[src/design/sep_pkg.sv]
// sep_pkg: constants and types of the status/protection command logic
// assumes: a 250 MHz core clock, spi pins sampled by that clock
package sep_pkg;

  // ==========================================================
  // opcodes, msb first on the wire
  localparam logic [7:0] SEP_OP_SET_LATCH = 8'h06; // set write latch
  localparam logic [7:0] SEP_OP_CLR_LATCH = 8'h04; // clear write latch
  localparam logic [7:0] SEP_OP_RD_STAT   = 8'h05; // status read
  localparam logic [7:0] SEP_OP_WR_STAT   = 8'h01; // status write

  // ==========================================================
  // status byte field positions
  localparam int SEP_BIT_LOCK = 7; // status lock bit
  localparam int SEP_BIT_BPH  = 3; // block protect high
  localparam int SEP_BIT_BPL  = 2; // block protect low

  // ==========================================================
  // reset values (delivered state: nothing locked or protected)
  localparam logic       SEP_RST_LOCK = 1'b0;
  localparam logic [1:0] SEP_RST_BP   = 2'b00;
  localparam logic       SEP_RST_LATCH = 1'b0;

  // ==========================================================
  // protected region bases within the 19-bit array space
  localparam logic [18:0] SEP_QTR_BASE  = 19'h60000; // upper quarter
  localparam logic [18:0] SEP_HALF_BASE = 19'h40000; // upper half

  // ==========================================================
  // timing
  localparam int unsigned SEP_CLK_PERIOD_NS = 4;       // core clock
  localparam int unsigned SEP_WRITE_NS      = 5000000; // self-timed write

  // status byte as seen on the wire
  typedef struct packed {
    logic       lock; // b7
    logic [2:0] zero; // b6..b4, always 0
    logic [1:0] bp;   // b3..b2
    logic       latch; // b1
    logic       busy; // b0
  } sep_status_t;

  // raw pin group
  typedef struct packed {
    logic sclk;
    logic cs_n;
    logic mosi;
    logic wp_n;
  } sep_pins_t;

  // command decoder states
  typedef enum logic [2:0] {
    ST_OPCODE,    // deselected or taking opcode bits
    ST_HOLDOFF,   // ignore input until deselect
    ST_STAT_OUT,  // shifting the status byte out
    ST_STAT_DATA, // taking the status data byte
    ST_STAT_FULL  // data complete, waiting for deselect
  } sep_state_t;

endpackage

[src/design/sep_status_ctrl.sv]
// sep_status_ctrl: spi status/protection command logic of a serial eeprom
// assumes: spi pins are asynchronous; array logic shares core_clk
//
// Contract
// host sends set-latch before every write
// after set-latch opcode, ignore until deselect
// set-latch command sets write latch
// latch cleared by clear command, write end
// clear-latch acts at chip select rise
// status read accepted at any time
// status read repeats live byte while selected
// host should poll busy before new commands
// busy reads one during self-timed write
// latch zero: writes decoded, never executed
// protect bits only via status write
// lock plus low pin rejects status write
// protect bits change only outside hardware mode
// status write needs latch set beforehand
// deselect exactly after eighth data bit
// byte-boundary deselect starts timed write
// new protect values apply after write
// bits six to four read zero
// lock zero: writable whatever pin level
// lock one, pin high: still writable
// hardware mode follows lock and pin
// only selected region rejects array writes
// all bytes most significant bit first
// fixed opcode encodings
// protect codes map to address ranges
// sample on rise, shift out on fall
`timescale 1ns/1ps
`default_nettype none
module sep_status_ctrl
  import sep_pkg::*;
#(
  parameter int unsigned WRITE_CYCLES =
    (sep_pkg::SEP_WRITE_NS + sep_pkg::SEP_CLK_PERIOD_NS - 1)
    / sep_pkg::SEP_CLK_PERIOD_NS
) (
  input  wire logic                 core_clk,
  input  wire logic                 sys_rst,
  input  wire logic                 spi_sclk,
  input  wire logic                 spi_cs_n,
  input  wire logic                 spi_mosi,
  input  wire logic                 wp_n,
  output logic                      spi_miso,
  output logic                      spi_miso_oe,
  input  wire logic                 array_wr_req,
  input  wire logic [18:0]          array_wr_addr,
  output logic                      array_wr_accept,
  output logic                      addr_protected_ff,
  output sep_pkg::sep_status_t      status_byte
);
  import sep_pkg::*;

  // ==========================================================
  // pin synchronisers
  sep_pins_t  pins_s1_ff;  // first stage, read only by second
  sep_pins_t  pins_s2_ff;  // safe copy
  logic       sclk_d_ff;   // previous sclk for edges
  logic       cs_d_ff;     // previous cs for edges

  // two flops per pin; the edge finders read only the second stage
  always_ff @(posedge core_clk) begin
    if (sys_rst) begin
      pins_s1_ff <= '{sclk: 1'b0, cs_n: 1'b1, mosi: 1'b0, wp_n: 1'b1};
      pins_s2_ff <= '{sclk: 1'b0, cs_n: 1'b1, mosi: 1'b0, wp_n: 1'b1};
      sclk_d_ff  <= 1'b0;
      cs_d_ff    <= 1'b1;
    end else begin
      pins_s1_ff <= '{sclk: spi_sclk, cs_n: spi_cs_n,
                      mosi: spi_mosi, wp_n: wp_n};
      pins_s2_ff <= pins_s1_ff;
      sclk_d_ff  <= pins_s2_ff.sclk;
      cs_d_ff    <= pins_s2_ff.cs_n;
    end
  end

  logic sclk_rise;  // sample point
  logic sclk_fall;  // shift-out point
  logic cs_rise;    // deselect, where commands act
  logic selected;   // chip select low
  assign sclk_rise = pins_s2_ff.sclk & ~sclk_d_ff;
  assign sclk_fall = ~pins_s2_ff.sclk & sclk_d_ff;
  assign cs_rise   = pins_s2_ff.cs_n & ~cs_d_ff;
  assign selected  = ~pins_s2_ff.cs_n;

  // ==========================================================
  // command decoder
  sep_state_t  state_ff;   // decoder state
  logic [2:0]  bit_cnt_ff; // bit within current byte
  logic [7:0]  sh_in_ff;   // input shifter
  logic [7:0]  cmd_ff;     // opcode waiting for deselect
  logic [7:0]  wr_data_ff; // status write data byte
  logic [7:0]  byte_in;    // byte completed by this edge
  logic        lock_ff;    // status lock bit
  logic [1:0]  bp_ff;      // block protect bits
  logic        latch_ff;   // write enable latch
  logic        busy_ff;    // self-timed write running

  assign byte_in = {sh_in_ff[6:0], pins_s2_ff.mosi};

  // one byte frame per command; deselect always restarts it
  always_ff @(posedge core_clk) begin
    if (sys_rst) begin
      state_ff   <= ST_OPCODE;
      bit_cnt_ff <= 3'h0;
      sh_in_ff   <= 8'h00;
      cmd_ff     <= 8'h00;
      wr_data_ff <= 8'h00;
    end else if (!selected) begin
      state_ff   <= ST_OPCODE;
      bit_cnt_ff <= 3'h0;
    end else if (sclk_rise) begin
      sh_in_ff   <= byte_in;
      bit_cnt_ff <= bit_cnt_ff + 3'h1;
      case (state_ff)
        ST_OPCODE: begin
          if (bit_cnt_ff == 3'h7) begin
            // only status read may enter a running write
            if (busy_ff && byte_in != SEP_OP_RD_STAT) begin
              state_ff <= ST_HOLDOFF;
              cmd_ff   <= 8'h00;
            end else if (byte_in == SEP_OP_RD_STAT) begin
              state_ff <= ST_STAT_OUT;
            end else if (byte_in == SEP_OP_WR_STAT) begin
              state_ff <= ST_STAT_DATA;
            end else begin
              // set/clear latch wait here; unknown opcodes too
              state_ff <= ST_HOLDOFF;
              cmd_ff   <= byte_in;
            end
          end
        end
        ST_STAT_DATA: begin
          if (bit_cnt_ff == 3'h7) begin
            state_ff   <= ST_STAT_FULL;
            wr_data_ff <= byte_in;
          end
        end
        ST_STAT_FULL: begin
          // a ninth bit spoils the byte boundary
          state_ff <= ST_HOLDOFF;
          cmd_ff   <= 8'h00;
        end
        default: begin
          state_ff <= state_ff; // holdoff and read ignore input
        end
      endcase
    end
  end

  // ==========================================================
  // execution at deselect
  logic hw_mode;   // hardware protected mode
  logic set_go;    // set-latch executes
  logic clr_go;    // clear-latch executes
  logic stat_try;  // status write ended on a boundary
  logic stat_go;   // status write accepted
  logic arr_prot;  // requested address in protected region
  logic arr_go;    // array write accepted
  logic wr_done;   // last cycle of self-timed write

  assign hw_mode  = lock_ff & ~pins_s2_ff.wp_n;
  assign set_go   = cs_rise && state_ff == ST_HOLDOFF
                    && cmd_ff == SEP_OP_SET_LATCH;
  assign clr_go   = cs_rise && state_ff == ST_HOLDOFF
                    && cmd_ff == SEP_OP_CLR_LATCH;
  assign stat_try = cs_rise && state_ff == ST_STAT_FULL;
  // latch and mode gate the write; pin level alone never does
  assign stat_go  = stat_try & latch_ff & ~hw_mode & ~busy_ff;
  assign arr_go   = array_wr_req & latch_ff & ~busy_ff
                    & ~arr_prot & ~stat_go;
  assign array_wr_accept = arr_go;

  // region check against the current protect code
  always_comb begin
    case (bp_ff)
      2'b01:   arr_prot = array_wr_addr >= SEP_QTR_BASE;
      2'b10:   arr_prot = array_wr_addr >= SEP_HALF_BASE;
      2'b11:   arr_prot = 1'b1;
      default: arr_prot = 1'b0;
    endcase
  end

  // registered copy of the region check
  always_ff @(posedge core_clk) begin
    if (sys_rst) begin
      addr_protected_ff <= 1'b0;
    end else begin
      addr_protected_ff <= arr_prot;
    end
  end

  // ==========================================================
  // self-timed write
  logic [31:0] prog_cnt_ff; // cycles spent in the write
  assign wr_done = busy_ff && prog_cnt_ff == WRITE_CYCLES - 1;

  // busy stays up for the whole programming time
  always_ff @(posedge core_clk) begin
    if (sys_rst) begin
      busy_ff     <= 1'b0;
      prog_cnt_ff <= 32'h0;
    end else if (stat_go || arr_go) begin
      busy_ff     <= 1'b1;
      prog_cnt_ff <= 32'h0;
    end else if (wr_done) begin
      busy_ff     <= 1'b0;
    end else if (busy_ff) begin
      prog_cnt_ff <= prog_cnt_ff + 32'h1;
    end
  end

  // ==========================================================
  // write enable latch; set wins over a clear in the same cycle
  always_ff @(posedge core_clk) begin
    if (sys_rst) begin
      latch_ff <= SEP_RST_LATCH;
    end else if (set_go) begin
      latch_ff <= 1'b1;
    end else if (clr_go || wr_done) begin
      latch_ff <= 1'b0;
    end
  end

  // ==========================================================
  // lock and protect bits, updated only when the write ends
  logic       pend_ff;      // a status update is pending
  logic       pend_lock_ff; // pending lock value
  logic [1:0] pend_bp_ff;   // pending protect value

  // other bits of the data byte are dropped on purpose
  always_ff @(posedge core_clk) begin
    if (sys_rst) begin
      lock_ff      <= SEP_RST_LOCK;
      bp_ff        <= SEP_RST_BP;
      pend_ff      <= 1'b0;
      pend_lock_ff <= SEP_RST_LOCK;
      pend_bp_ff   <= SEP_RST_BP;
    end else if (stat_go) begin
      pend_ff      <= 1'b1;
      pend_lock_ff <= wr_data_ff[SEP_BIT_LOCK];
      pend_bp_ff   <= {wr_data_ff[SEP_BIT_BPH], wr_data_ff[SEP_BIT_BPL]};
    end else if (wr_done) begin
      pend_ff <= 1'b0;
      if (pend_ff) begin
        lock_ff <= pend_lock_ff;
        bp_ff   <= pend_bp_ff;
      end
    end
  end

  assign status_byte = '{lock: lock_ff, zero: 3'h0, bp: bp_ff,
                         latch: latch_ff, busy: busy_ff};

  // ==========================================================
  // status shift-out
  logic [7:0] sh_out_ff;  // remaining bits of the byte
  logic [2:0] out_cnt_ff; // bit position of the byte

  // each byte is a fresh snapshot, so polling sees busy drop
  always_ff @(posedge core_clk) begin
    if (sys_rst) begin
      spi_miso   <= 1'b0;
      sh_out_ff  <= 8'h00;
      out_cnt_ff <= 3'h0;
    end else if (state_ff != ST_STAT_OUT) begin
      spi_miso   <= 1'b0;
      out_cnt_ff <= 3'h0;
    end else if (sclk_fall) begin
      out_cnt_ff <= out_cnt_ff + 3'h1;
      if (out_cnt_ff == 3'h0) begin
        spi_miso  <= status_byte[7];
        sh_out_ff <= {status_byte[6:0], 1'b0};
      end else begin
        spi_miso  <= sh_out_ff[7];
        sh_out_ff <= {sh_out_ff[6:0], 1'b0};
      end
    end
  end

  assign spi_miso_oe = state_ff == ST_STAT_OUT;
endmodule
`default_nettype wire

[config.mk]
export PLATFORM = sky130hd
export DESIGN_NAME = sep_status_ctrl
export DESIGN_NICKNAME = d
export VERILOG_FILES = /design/src/design/sep_pkg.sv /design/src/design/sep_status_ctrl.sv
export SDC_FILE = /design/constraint.sdc
export NUM_CORES = 1
export LEC_CHECK = 0
export ABC_AREA = 1
export BUFFER_PORTS_ARGS = -buffer_cell sky130_fd_sc_hd__buf_2
export CORE_MARGIN = 2
export CORE_UTILIZATION = 45
export CTS_CLUSTER_DIAMETER = 30
export CTS_CLUSTER_SIZE = 12
export DETAILED_ROUTE_END_ITERATION = 8
export PLACE_DENSITY = 0.72
export SLEW_MARGIN = 20
export SYNTH_ARGS = -nofsm -noshare
export SYNTH_HDL_FRONTEND = slang
export SYNTH_SLANG_ARGS = --single-unit
[constraint.sdc]
create_clock -name core_clk -period 5.1 [get_ports core_clk]
set_input_delay 0.51 -clock core_clk [delete_from_list [all_inputs] [get_ports core_clk]]
set_output_delay 0.51 -clock core_clk [all_outputs]
set_load 0.05 [all_outputs]
======== Word-level counts from Yosys, hierarchy flattened ========
Index checks and enable logic that the tools add are counted.
word-level totals
  input port bits ......................... 26
  output and inout bits ................... 12
  flip-flop bits (word level) ............. 93
operators by class
  bitwise logic cells ..................... 22
  equal/unequal tests ..................... 19
  multiplexer cells ....................... 19
  $lt $le $gt $ge ......................... 2
  reduce and logical (&&, ||, !) cells .... 25
  add/subtract/negate cells ............... 3
operators by type and width
  kind                                                                      count
  8-bit two-way mux                                                         5
  19-bit >= comparator (second input constant)                              2
  32-bit by 1-bit adder with 32-bit output (second input constant)          1
  32-bit by 21-bit equality test with 1-bit output (second input constant)  1
  8-bit by 3-bit equality test with 1-bit output (second input constant)    3
  8-bit case mux with 2 select lines                                        1
  1-bit AND                                                                 11
  1-bit NOT                                                                 11
  3-bit case mux with 3 select lines                                        1
  8-bit by 1-bit equality test with 1-bit output (second input constant)    1
  8-bit by 3-bit inequality test with 1-bit output (second input constant)  1
  4-bit AND reduction                                                       2
  2-bit nonzero test                                                        4
  3-bit by 1-bit adder with 3-bit output (second input constant)            2
  3-bit by 2-bit equality test with 1-bit output (second input constant)    2
  3-bit equality test (second input constant)                               2
  1-bit logical AND                                                         6
  3-bit logical NOT                                                         2
  1-bit two-way mux                                                         6
  2-bit two-way mux                                                         3
  3-bit two-way mux                                                         2
  3-bit inequality test (second input constant)                             2
  2-bit AND reduction                                                       3
  6-bit AND reduction                                                       1
  10 further kinds                                                          15

======== Depth between registers and ports, before layout ========
Gate-level depths: netlist (run 1).
  word-level depth ........................ 10
  depth in mapped cells ................... 11

======== Worst setup path after synthesis (run 1) ========
OpenSTA, ideal clock, no wires.
  path type ............................... register to output
  start point ............................. register bp_ff[0]
  end point ............................... output port array_wr_accept
  cell stages (with the launch flop) ...... 5
  path slack .............................. 2894 ps
  arrival time ............................ 1696 ps
  cell sequence ........................... dfxtp_1 -> nor2_1 -> o21a_1 -> nand3_1 -> a31oi_1
between the ends
  longest elaborated chain between the ends .. 5
RTL lines
  element                                                                                       line                    text
  start: declaration                                                                            sep_status_ctrl.sv:97   logic [1:0] bp_ff;
  start signal: assignment                                                                      sep_status_ctrl.sv:249  bp_ff <= pend_bp_ff;
  2-bit equality test / 2-bit by 1-bit equality test with 1-bit output (equally long branches)  sep_status_ctrl.sv:178  case (bp_ff)
  1-bit case mux with 3 select lines *                                                          sep_status_ctrl.sv:178
  1-bit NOT *                                                                                   sep_status_ctrl.sv:173  & ~arr_prot & ~stat_go;
  1-bit AND * (2 in a row)                                                                      sep_status_ctrl.sv:173
  end: declaration                                                                              sep_status_ctrl.sv:50   output logic array_wr_accept,
Mark *: on every way between the ends. The rest lies on a longest branch, timed or not.

======== Worst setup path after layout (run 1) ========
  start point ............................. register prog_cnt_ff[1]
  end point ............................... register prog_cnt_ff[0]
between the ends
  longest elaborated chain between the ends .. 4
RTL lines
  element                                           line                    text
  start: declaration                                sep_status_ctrl.sv:197  logic [31:0] prog_cnt_ff;
  start signal: assignment                          sep_status_ctrl.sv:211  prog_cnt_ff <= prog_cnt_ff + 32'h1;
  32-bit by 21-bit equality test with 1-bit output  sep_status_ctrl.sv:198  assign wr_done = busy_ff && prog_cnt_ff == WRITE_CYCLES - 1;
  1-bit logical AND                                 sep_status_ctrl.sv:198
  1-bit NOT (no source line)                        n/a
  2-bit AND reduction (no source line)              n/a
Every way passes these cells.
A chain may end at the register's enable or synchronous reset.

==> metrics.yaml, run 1 <==
run_status:
  result_of_the_run: "complete, no violations"
worst_hold_path:
  hp-class: "in2reg"
clock_tree:
  postCtsHoldBufs: 0
  cts_repair_resize_count: 0
  clock-root-buffer: "clkbuf_8"
  cts_max_level: 3
  cts_sinks: 87
  clkLatencyLatePin_ns: 0.36
  post_cts.repair.setup_buffers: 0
  cts.reportedPaths.clkPinSlew_ns: 0.10
  clock_path_buffers: 2
  tritoncts: "done"
  cts_buffers: 9
timing:
  finalHoldViolations: 0
  final-max-slew-violation-count: 0
  fin_setup_tns_ns: 0
  fin_worst_hold_slack_ns: 0.318
  slew_headroom_pct: 60.7
  fmax_mhz: 441
  final.period_utilization_pct: 44.5
  clock_skews_ns: 0.0124
  rsz0062_at_grt: "false"
  tightestPinTransition_ns: 0.587
  timing.final.ws_setup_ns: 2.83
  finalSetupViolCount: 0
  post-route-min-period_ns: 2.27
critical_path:
  worstPathArrival_ns: 2.57
  crit_chain: "ha_1 > inv_1 > nor2_2 > nand3_1 > nor2_2 > nand2_2 > nand2_2 > nand2_1 > a21oi_2"
  sort_of_element_at_the_start_of_the_critical_path: "flip-flop"
  cpLargestDelayFamily: "simple AND/OR/NAND/NOR gates"
  worst-path-buf-inv: 1
  crit_path_end_kind: "flip-flop"
  critical-path-slowest-cell: "nand2_2"
  timing_worst_setup_path_type: "reg2reg"
  critPathRequiredTime_ns: 5.40
  worst_path_largest_cell_delay_ns: 0.52
  crit_path_max_fanout: 29
pwr:
  power_frac_seq_pct: 57.6
  share_clk_of_total_power_pct: 39.6
  switching_part_of_the_total_power_pct: 26.0
  p_per_area_nw_per_um2: 236
  p_leak_nw: 1.96
  comb_power_share_pct: 2.8
  power.switching_mw: 0.309
  ir_drop_uv: 161
  total_internal_power_mw: 0.880
final_layout:
  multi_input_comb_area_um2: 2490
  layout_commonest_cell: "nand2_1"
  area.growth.synth_to_final_pct: 6.80
  fillCellCount: 1061
  finish.net_count: 794
  n_antenna_cell: 0
  area.sequential_um2: 1740
  final_cell_mix: "236 x nand2_1, 133 x nor2_1, 87 x inv_1, 87 x dfxtp_1, 50 x nand3_1"
  post_route_cells_drive_above_1_share_pct: 7.68
  layout.core_utilization_pct: 49.1
global_route:
  grt_first_pass_wirelength_um: 19000
  gr-usage-met1_pct: 25.9
  global_route.peak_usage_layer: "met2"
  grt_overflow: 0
  maximum_number_of_pins_on_one_net_before_global_route_repair: 32
  global_route.usage.total_pct: 20.7
  globalRouteMet2Util_pct: 36.1
  grt_met3_usage_pct: 4.11
  first_global_vias: 4293
  grt_antenna_before_repair: 0
placement:
  place_hpwl_um: 7890
  io_buffers: 17
  dp_worst_setup_slack_ns: 2.70
  finalWeightedCongestion: 0.916
floorplanning:
  die_y_um: 106
  placement_rows: 37
  dieArea_um2: 11300
  ioPinCount: 38
  die_width_um: 106
  floorplan.initialDensity_pct: 46.0
  core-area_um2: 10200
logic_synthesis:
  synth_warnings: 0
  synth_edf_count: 0
  syn_area_per_cell_um2: 6.23
  synth_area_um2: 4710
  synth_sequential_area_ratio_pct: 37.0
  ys_types: 29
  synthArstFlopShare_pct: 0
  synth_ff_type: "dfxtp_1"
  ys_ff_latch: 87
  post_synth_inst_count: 756
route:
  vias: 4482
  post_detailed_route_wirelength_per_cell_um: 12.0
  final_antenna_net_count: 0
  remaining_drc_errors: 0
  route.final.wire_length_um: 10800
  initialDrtViolationCount: 220
  firstDrtPassIters: 5
  via_per_inst: 4.96
run:
  max_cap_viol_count: 0
==> registers in the layout, summed over array words and instances (netlist names), 2 cells and up <==
signal	flops
prog_cnt_ff	32
cmd_ff	8
sh_in_ff	7
sh_out_ff	7
pins_s1_ff	4
bit_cnt_ff	3
out_cnt_ff	3
pins_s2_ff	3
state_ff	3
wr_data_ff	3
bp_ff	2
pend_bp_ff	2
==> worst register-to-register path, stage by stage, from the launching register on <==
cell and delay [ns]:
dfxtp_1 0.40, ha_1 0.27, inv_1 0.11, nor2_2 0.16, nand3_1 0.10, nor2_2 0.12
nand2_2 0.23, nand2_2 0.53, nand2_1 0.16, a21oi_2 0.14
==> final cells by class <==
type,count,share of cell area (%)
Clock buffer,9,2.46
Clock inverter,7,1.22
Inverter,88,6.57
Multi-Input combinational cell,557,49.6
Sequential cell,87,34.6
Tap cell,136,3.38
Timing Repair Buffer,20,2.14
==> Yosys cell counts, drive strengths merged (2+ instances only) <==
cell type / instances / area, um2
ha: 5 / 62.6
nor3: 2 / 15.0
xnor2: 4 / 35.0
nor2: 137 / 524
nor4: 2 / 12.5
nand3: 50 / 250
xor2: 7 / 61.3
nand3b: 3 / 22.5
clkbuf: 9 / 33.8
o21ai: 25 / 125
or2: 4 / 25.0
a31oi: 5 / 31.3
dfxtp: 87 / 1740
a21oi: 54 / 304
nand4: 15 / 93.8
inv: 88 / 330
nand2: 240 / 911
buf: 17 / 116
==> per-layer routing <==
metal  vias to the layer above  routed length (um)  part of all wire [%]
li1                       2365                   -                     -
met4                         0                 150                   1.4
met3                        13                 443                   4.1
met5                         -                   0                     0
met2                        71                5210                    48
met1                      2033                5050                    47
==> power by group through the flow <==
stage,Combinational [mW],Sequential (mW),Clock (mW)
after global routing,0.0372,0.685,0.516
after CTS,0.0334,0.685,0.486
after floorplan,0.0276,0.700,0
after global placement,0.0325,0.700,0
final,0.0333,0.684,0.471
after detailed placement,0.0333,0.700,0
==> kinds of logic (layout without fill, tap and decap cells) <==
family                     Yosys count  in the layout  synth area share (%)
and+or+nand+nor                    453            453                  39.4
xor gates and xnor gates            11             11                  2.05
AOI/OAI and AO/OA                   85             85                  9.94
DFF                                 87             87                  37.0
buffers and inverters              114            124                  10.2
adders and majority gates            5              5                  1.33
other                                1              3                0.0797
==> final timing paths <==
| check | from | endpoint | slack [ns] | cells past startpoint |
|---|---|---|---|---|
| setup / recovery | prog_cnt_ff[1]$_SDFFE_PP0P_ | prog_cnt_ff[0]$_SDFFE_PP0P_ | 2.83 | 9 |
| hold / removal | wp_n | pins_s1_ff[0]$_SDFF_PP1_ | 0.32 | 2 |
| setup reg to reg | prog_cnt_ff[1]$_SDFFE_PP0P_ | prog_cnt_ff[0]$_SDFFE_PP0P_ | 2.83 | 9 |
| hold reg to reg | pins_s1_ff[1]$_SDFF_PP0_ | byte_in[0]$_SDFF_PP0_ | 0.40 | 2 |
==> stage by stage <==
stage | power [mW] | std cells | instance area (um2)
global placement | 0.733 | 888 | 4840
detailed placement | 0.734 | 888 | 4840
floorplan | 0.727 | 758 | 4710
finish | 1.19 | 904 | 5030
CTS | 1.20 | 904 | 5030
global route | 1.24 | 904 | 5030
Note: power is estimated with default switching activity, not from simulation.
==> inputs of run 2 (changes only) <==
--- a/config.mk
+++ b/config.mk
@@ -5,7 +5,7 @@
 export SDC_FILE = /design/constraint.sdc
 export NUM_CORES = 1
 export LEC_CHECK = 0
-export ABC_AREA = 1
+export ABC_AREA = 0
 export BUFFER_PORTS_ARGS = -buffer_cell sky130_fd_sc_hd__buf_2
 export CORE_MARGIN = 2
 export CORE_UTILIZATION = 45
==> constraint.sdc (replaced) <==
create_clock -name core_clk -period 2.3 [get_ports core_clk]
set_input_delay 0.23 -clock core_clk [delete_from_list [all_inputs] [get_ports core_clk]]
set_output_delay 0.23 -clock core_clk [all_outputs]
set_load 0.05 [all_outputs]
==> metrics.yaml, run 2 <==
run_status:
  result_of_the_run: "complete, no violations"
logic_synthesis:
  synth_area_um2: 3820  # -19%
  synthMostInstantiatedCell: "dfxtp_1"
  yosysTopAreaCell: "dfxtp_1"
  synth_ff_type: "dfxtp_1"
  synth_edf_count: 0  # unchanged
  synthTopCellsByCount: "87 x dfxtp_1, 62 x nor2_1, 32 x nand2_1"
  post_synth_inst_count: 430  # -43%
  compound_cell_area_share_of_the_yosys_netlist_pct: 9.34  # -0.60 points
  ys_ff_latch: 87  # unchanged
  synthArstFlopShare_pct: 0  # unchanged
  synth-adder-area-share_pct: 1.64  # +0.31 points
  syn_area_per_cell_um2: 8.88  # +43%
  synth_sequential_area_ratio_pct: 45.6  # +8.6 points
  fraction_of_synthesized_cell_area_in_xor_and_xnor_cells_pct: 7.57  # +5.5 points
  muxShareOfSynthArea_pct: 3.15  # +3.1 points
  ys_types: 52  # +79%
  synth_top_family_by_area: "simple AND/OR/NAND/NOR gates"
  top_cells_by_area_synth: "dfxtp_1 46%, nor2_1 6.1%, xor2_1 5.7%"
  synthSimpleGateAreaFrac_pct: 28.4  # -11 points
  synth_warnings: 0  # unchanged
  synth.top_cell.area_share_pct: 45.6  # +8.6 points
route:
  via_per_inst: 5.30  # +6.9%
  remaining_drc_errors: 0  # unchanged
  post_detailed_route_wirelength_per_cell_um: 13.3  # +11%
  initialDrtViolationCount: 120  # -45%
  route.final.wire_length_um: 7310  # -33%
  firstDrtPassIters: 4  # -1
  final_antenna_net_count: 0  # unchanged
  vias: 2911  # -35%
clock_tree:
  cts_max_level: 3  # unchanged
  tritoncts: "done"
  cts_repair_resize_count: 0  # unchanged
  clock_path_buffers: 2  # unchanged
  cts_buffers: 9  # unchanged
  post_cts.repair.setup_buffers: 0  # unchanged
  clock-root-buffer: "clkbuf_8"
  postCtsHoldBufs: 0  # unchanged
  cts.reportedPaths.clkPinSlew_ns: 0.08  # -0.02 ns
  clkLatencyLatePin_ns: 0.35  # about the same
  cts_sinks: 87  # unchanged
timing:
  fin_setup_tns_ns: 0  # unchanged
  timing.final.ws_setup_ns: 0.163  # -2.67 ns
  slew_headroom_pct: 64.9  # +4.2 points
  final.period_utilization_pct: 92.9
  finalHoldViolations: 0  # unchanged
  tightestPinTransition_ns: 0.523  # -0.0647 ns
  clock_skews_ns: 0.0108  # -0.00161 ns
  post-route-min-period_ns: 2.14
  finalSetupViolCount: 0  # unchanged
  fmax_mhz: 468
  rsz0062_at_grt: "false"
  final-max-slew-violation-count: 0  # unchanged
floorplanning:
  die_y_um: 96.1  # -9.6%
  placement_rows: 33  # -11%
  core-area_um2: 8220  # -20%
  ioPinCount: 38  # unchanged
  dieArea_um2: 9240  # -18%
  die_width_um: 96.1  # -9.6%
  floorplan.initialDensity_pct: 46.5  # +0.45 points
pwr:
  switching_part_of_the_total_power_pct: 20.5  # -5.5 points
  power.switching_mw: 0.576  # +86%
  total_internal_power_mw: 2.23  # +150%
  p_leak_nw: 1.54  # -21%
  p_per_area_nw_per_um2: 670  # +180%
  comb_power_share_pct: 2.2  # -0.6 points
  share_clk_of_total_power_pct: 43.8  # +4.2 points
  power_frac_seq_pct: 54.0  # -3.6 points
  ir_drop_uv: 345  # +110%
placement:
  place_hpwl_um: 5130  # -35%
  io_buffers: 17  # unchanged
  dp_worst_setup_slack_ns: 0.352  # -2.35 ns
  finalWeightedCongestion: 0.768  # -16%
final_layout:
  reg.largest.list: "prog_cnt_ff (32), cmd_ff (8)"
  post_route_cells_drive_above_1_share_pct: 12.6  # +4.9 points
  largest_reg_flops: 32  # unchanged
  final_cell_mix: "87 x dfxtp_1, 62 x nor2_1, 32 x nand2_1"
  layout_commonest_cell: "dfxtp_1"
  finish.net_count: 470  # -41%
  area.growth.synth_to_final_pct: 9.80
  regMostFlops: "prog_cnt_ff"
  layout.core_utilization_pct: 51.0  # +1.9 points
  n_antenna_cell: 0  # unchanged
critical_path:
  crit_path_end_kind: "output port"
  critical_path_cell_count: 4  # -5
  critical-path-slowest-cell: "nor3b_1"
  crit_path_max_fanout: 10  # -66%
  worst-path-buf-inv: 1  # unchanged
  worst_path_largest_cell_delay_ns: 0.49  # -0.03 ns
  worstPathArrival_ns: 1.91  # -0.66 ns
  worstRegToRegCells: 7  # -2
  critPathRequiredTime_ns: 2.07  # -3.33 ns
  cpLargestDelayFamily: "simple AND/OR/NAND/NOR gates"
  sort_of_element_at_the_start_of_the_critical_path: "flip-flop"
  timing_worst_setup_path_type: "reg2out"
  crit_chain: "nor3b_1 > and3_1 > nor2_1 > buf_2"
global_route:
  first_global_vias: 2740  # -36%
  global_route.usage.total_pct: 16.9  # -3.8 points
  grt_antenna_before_repair: 0  # unchanged
  grt_first_pass_wirelength_um: 12300  # -36%
  grt_overflow: 0  # unchanged
  maximum_number_of_pins_on_one_net_before_global_route_repair: 33  # +3.1%
worst_hold_path:
  hold-path-cell-count: 2  # unchanged
  hp-class: "in2reg"
run:
  max_cap_viol_count: 0  # unchanged
run 2: cell types whose count changed after synthesis, sizes merged, moves of 6 or more:
| cell | previous run | this run |
|---|---|---|
| a211oi | 0 | 6 |
| a21oi | 54 | 23 |
| a22oi | 0 | 7 |
| and3 | 0 | 9 |
| inv | 88 | 4 |
| mux2i | 0 | 12 |
| nand2 | 240 | 32 |
| nand2b | 0 | 10 |
| nand3 | 50 | 25 |
| nor2 | 137 | 64 |
| nor2b | 0 | 9 |
| o21ai | 25 | 13 |
| xor2 | 7 | 25 |
run 2: cells by family (layout without fill, tap and decap cells):
family	after synthesis	after routing
other	1	3
AO/OA/AOI/OAI	58	58
multiplexers	12	12
flip-flops	87	87
XOR/XNOR	33	33
adder cells (fa/ha/maj)	5	5
buffers and inverters	32	44
AND/OR/NAND/NOR	202	202
run 2: routing by layer:
layer,global-route usage [%],wire [um],up-vias
met1,20.6,3430,1380
met2,29.0,3630,36
met5,0,0,-
li1,-,-,1493
met4,4.88,22,0
met3,4.70,221,2
run 2: layout make-up:
| class | count | area [um2] |
|---|---|---|
| fill | 761 | 4030 |
| inverter | 4 | 15.0 |
| tap | 105 | 131 |
| clock inverter | 4 | 76.3 |
| clock buffer | 12 | 165 |
| multi-input combinational | 313 | 1920 |
| timing repair buffer | 24 | 138 |
| sequential | 87 | 1740 |
run 2: through the flow:
stage | hold slack (ns) | total power, mW | cell area, um2 | instances
after floorplan | 0.334 | 1.60 | 3820 | 432
after global placement | 0.395 | 1.61 | 3950 | 533
after detailed placement | 0.397 | 1.61 | 3950 | 533
after CTS | 0.0392 | 2.84 | 4190 | 549
after global routing | 0.0419 | 2.91 | 4190 | 549
final | 0.0568 | 2.81 | 4190 | 549
run 2: path summary, 6_finish.rpt:
kind / from / to / slack [ns]
max: pins_s2_ff[2]$_SDFF_PP1_ / array_wr_accept / 0.16
min: spi_cs_n / pins_s1_ff[2]$_SDFF_PP1_ / 0.06
max reg2reg: bit_cnt_ff[0]$_SDFFE_PP0P_ / cmd_ff[4]$_SDFFE_PP0P_ / 0.29
min reg2reg: pins_s1_ff[2]$_SDFF_PP1_ / pins_s2_ff[2]$_SDFF_PP1_ / 0.42
run 2: power by group through the flow:
stage | sequential, mW | combinational (mW) | clock (mW)
6_report | 1.52 | 0.0609 | 1.23
3_5_place_dp | 1.55 | 0.0612 | 0
2_1_floorplan | 1.55 | 0.0528 | 0
3_3_place_gp | 1.55 | 0.0603 | 0
5_1_grt | 1.52 | 0.0670 | 1.32
4_1_cts | 1.52 | 0.0613 | 1.26
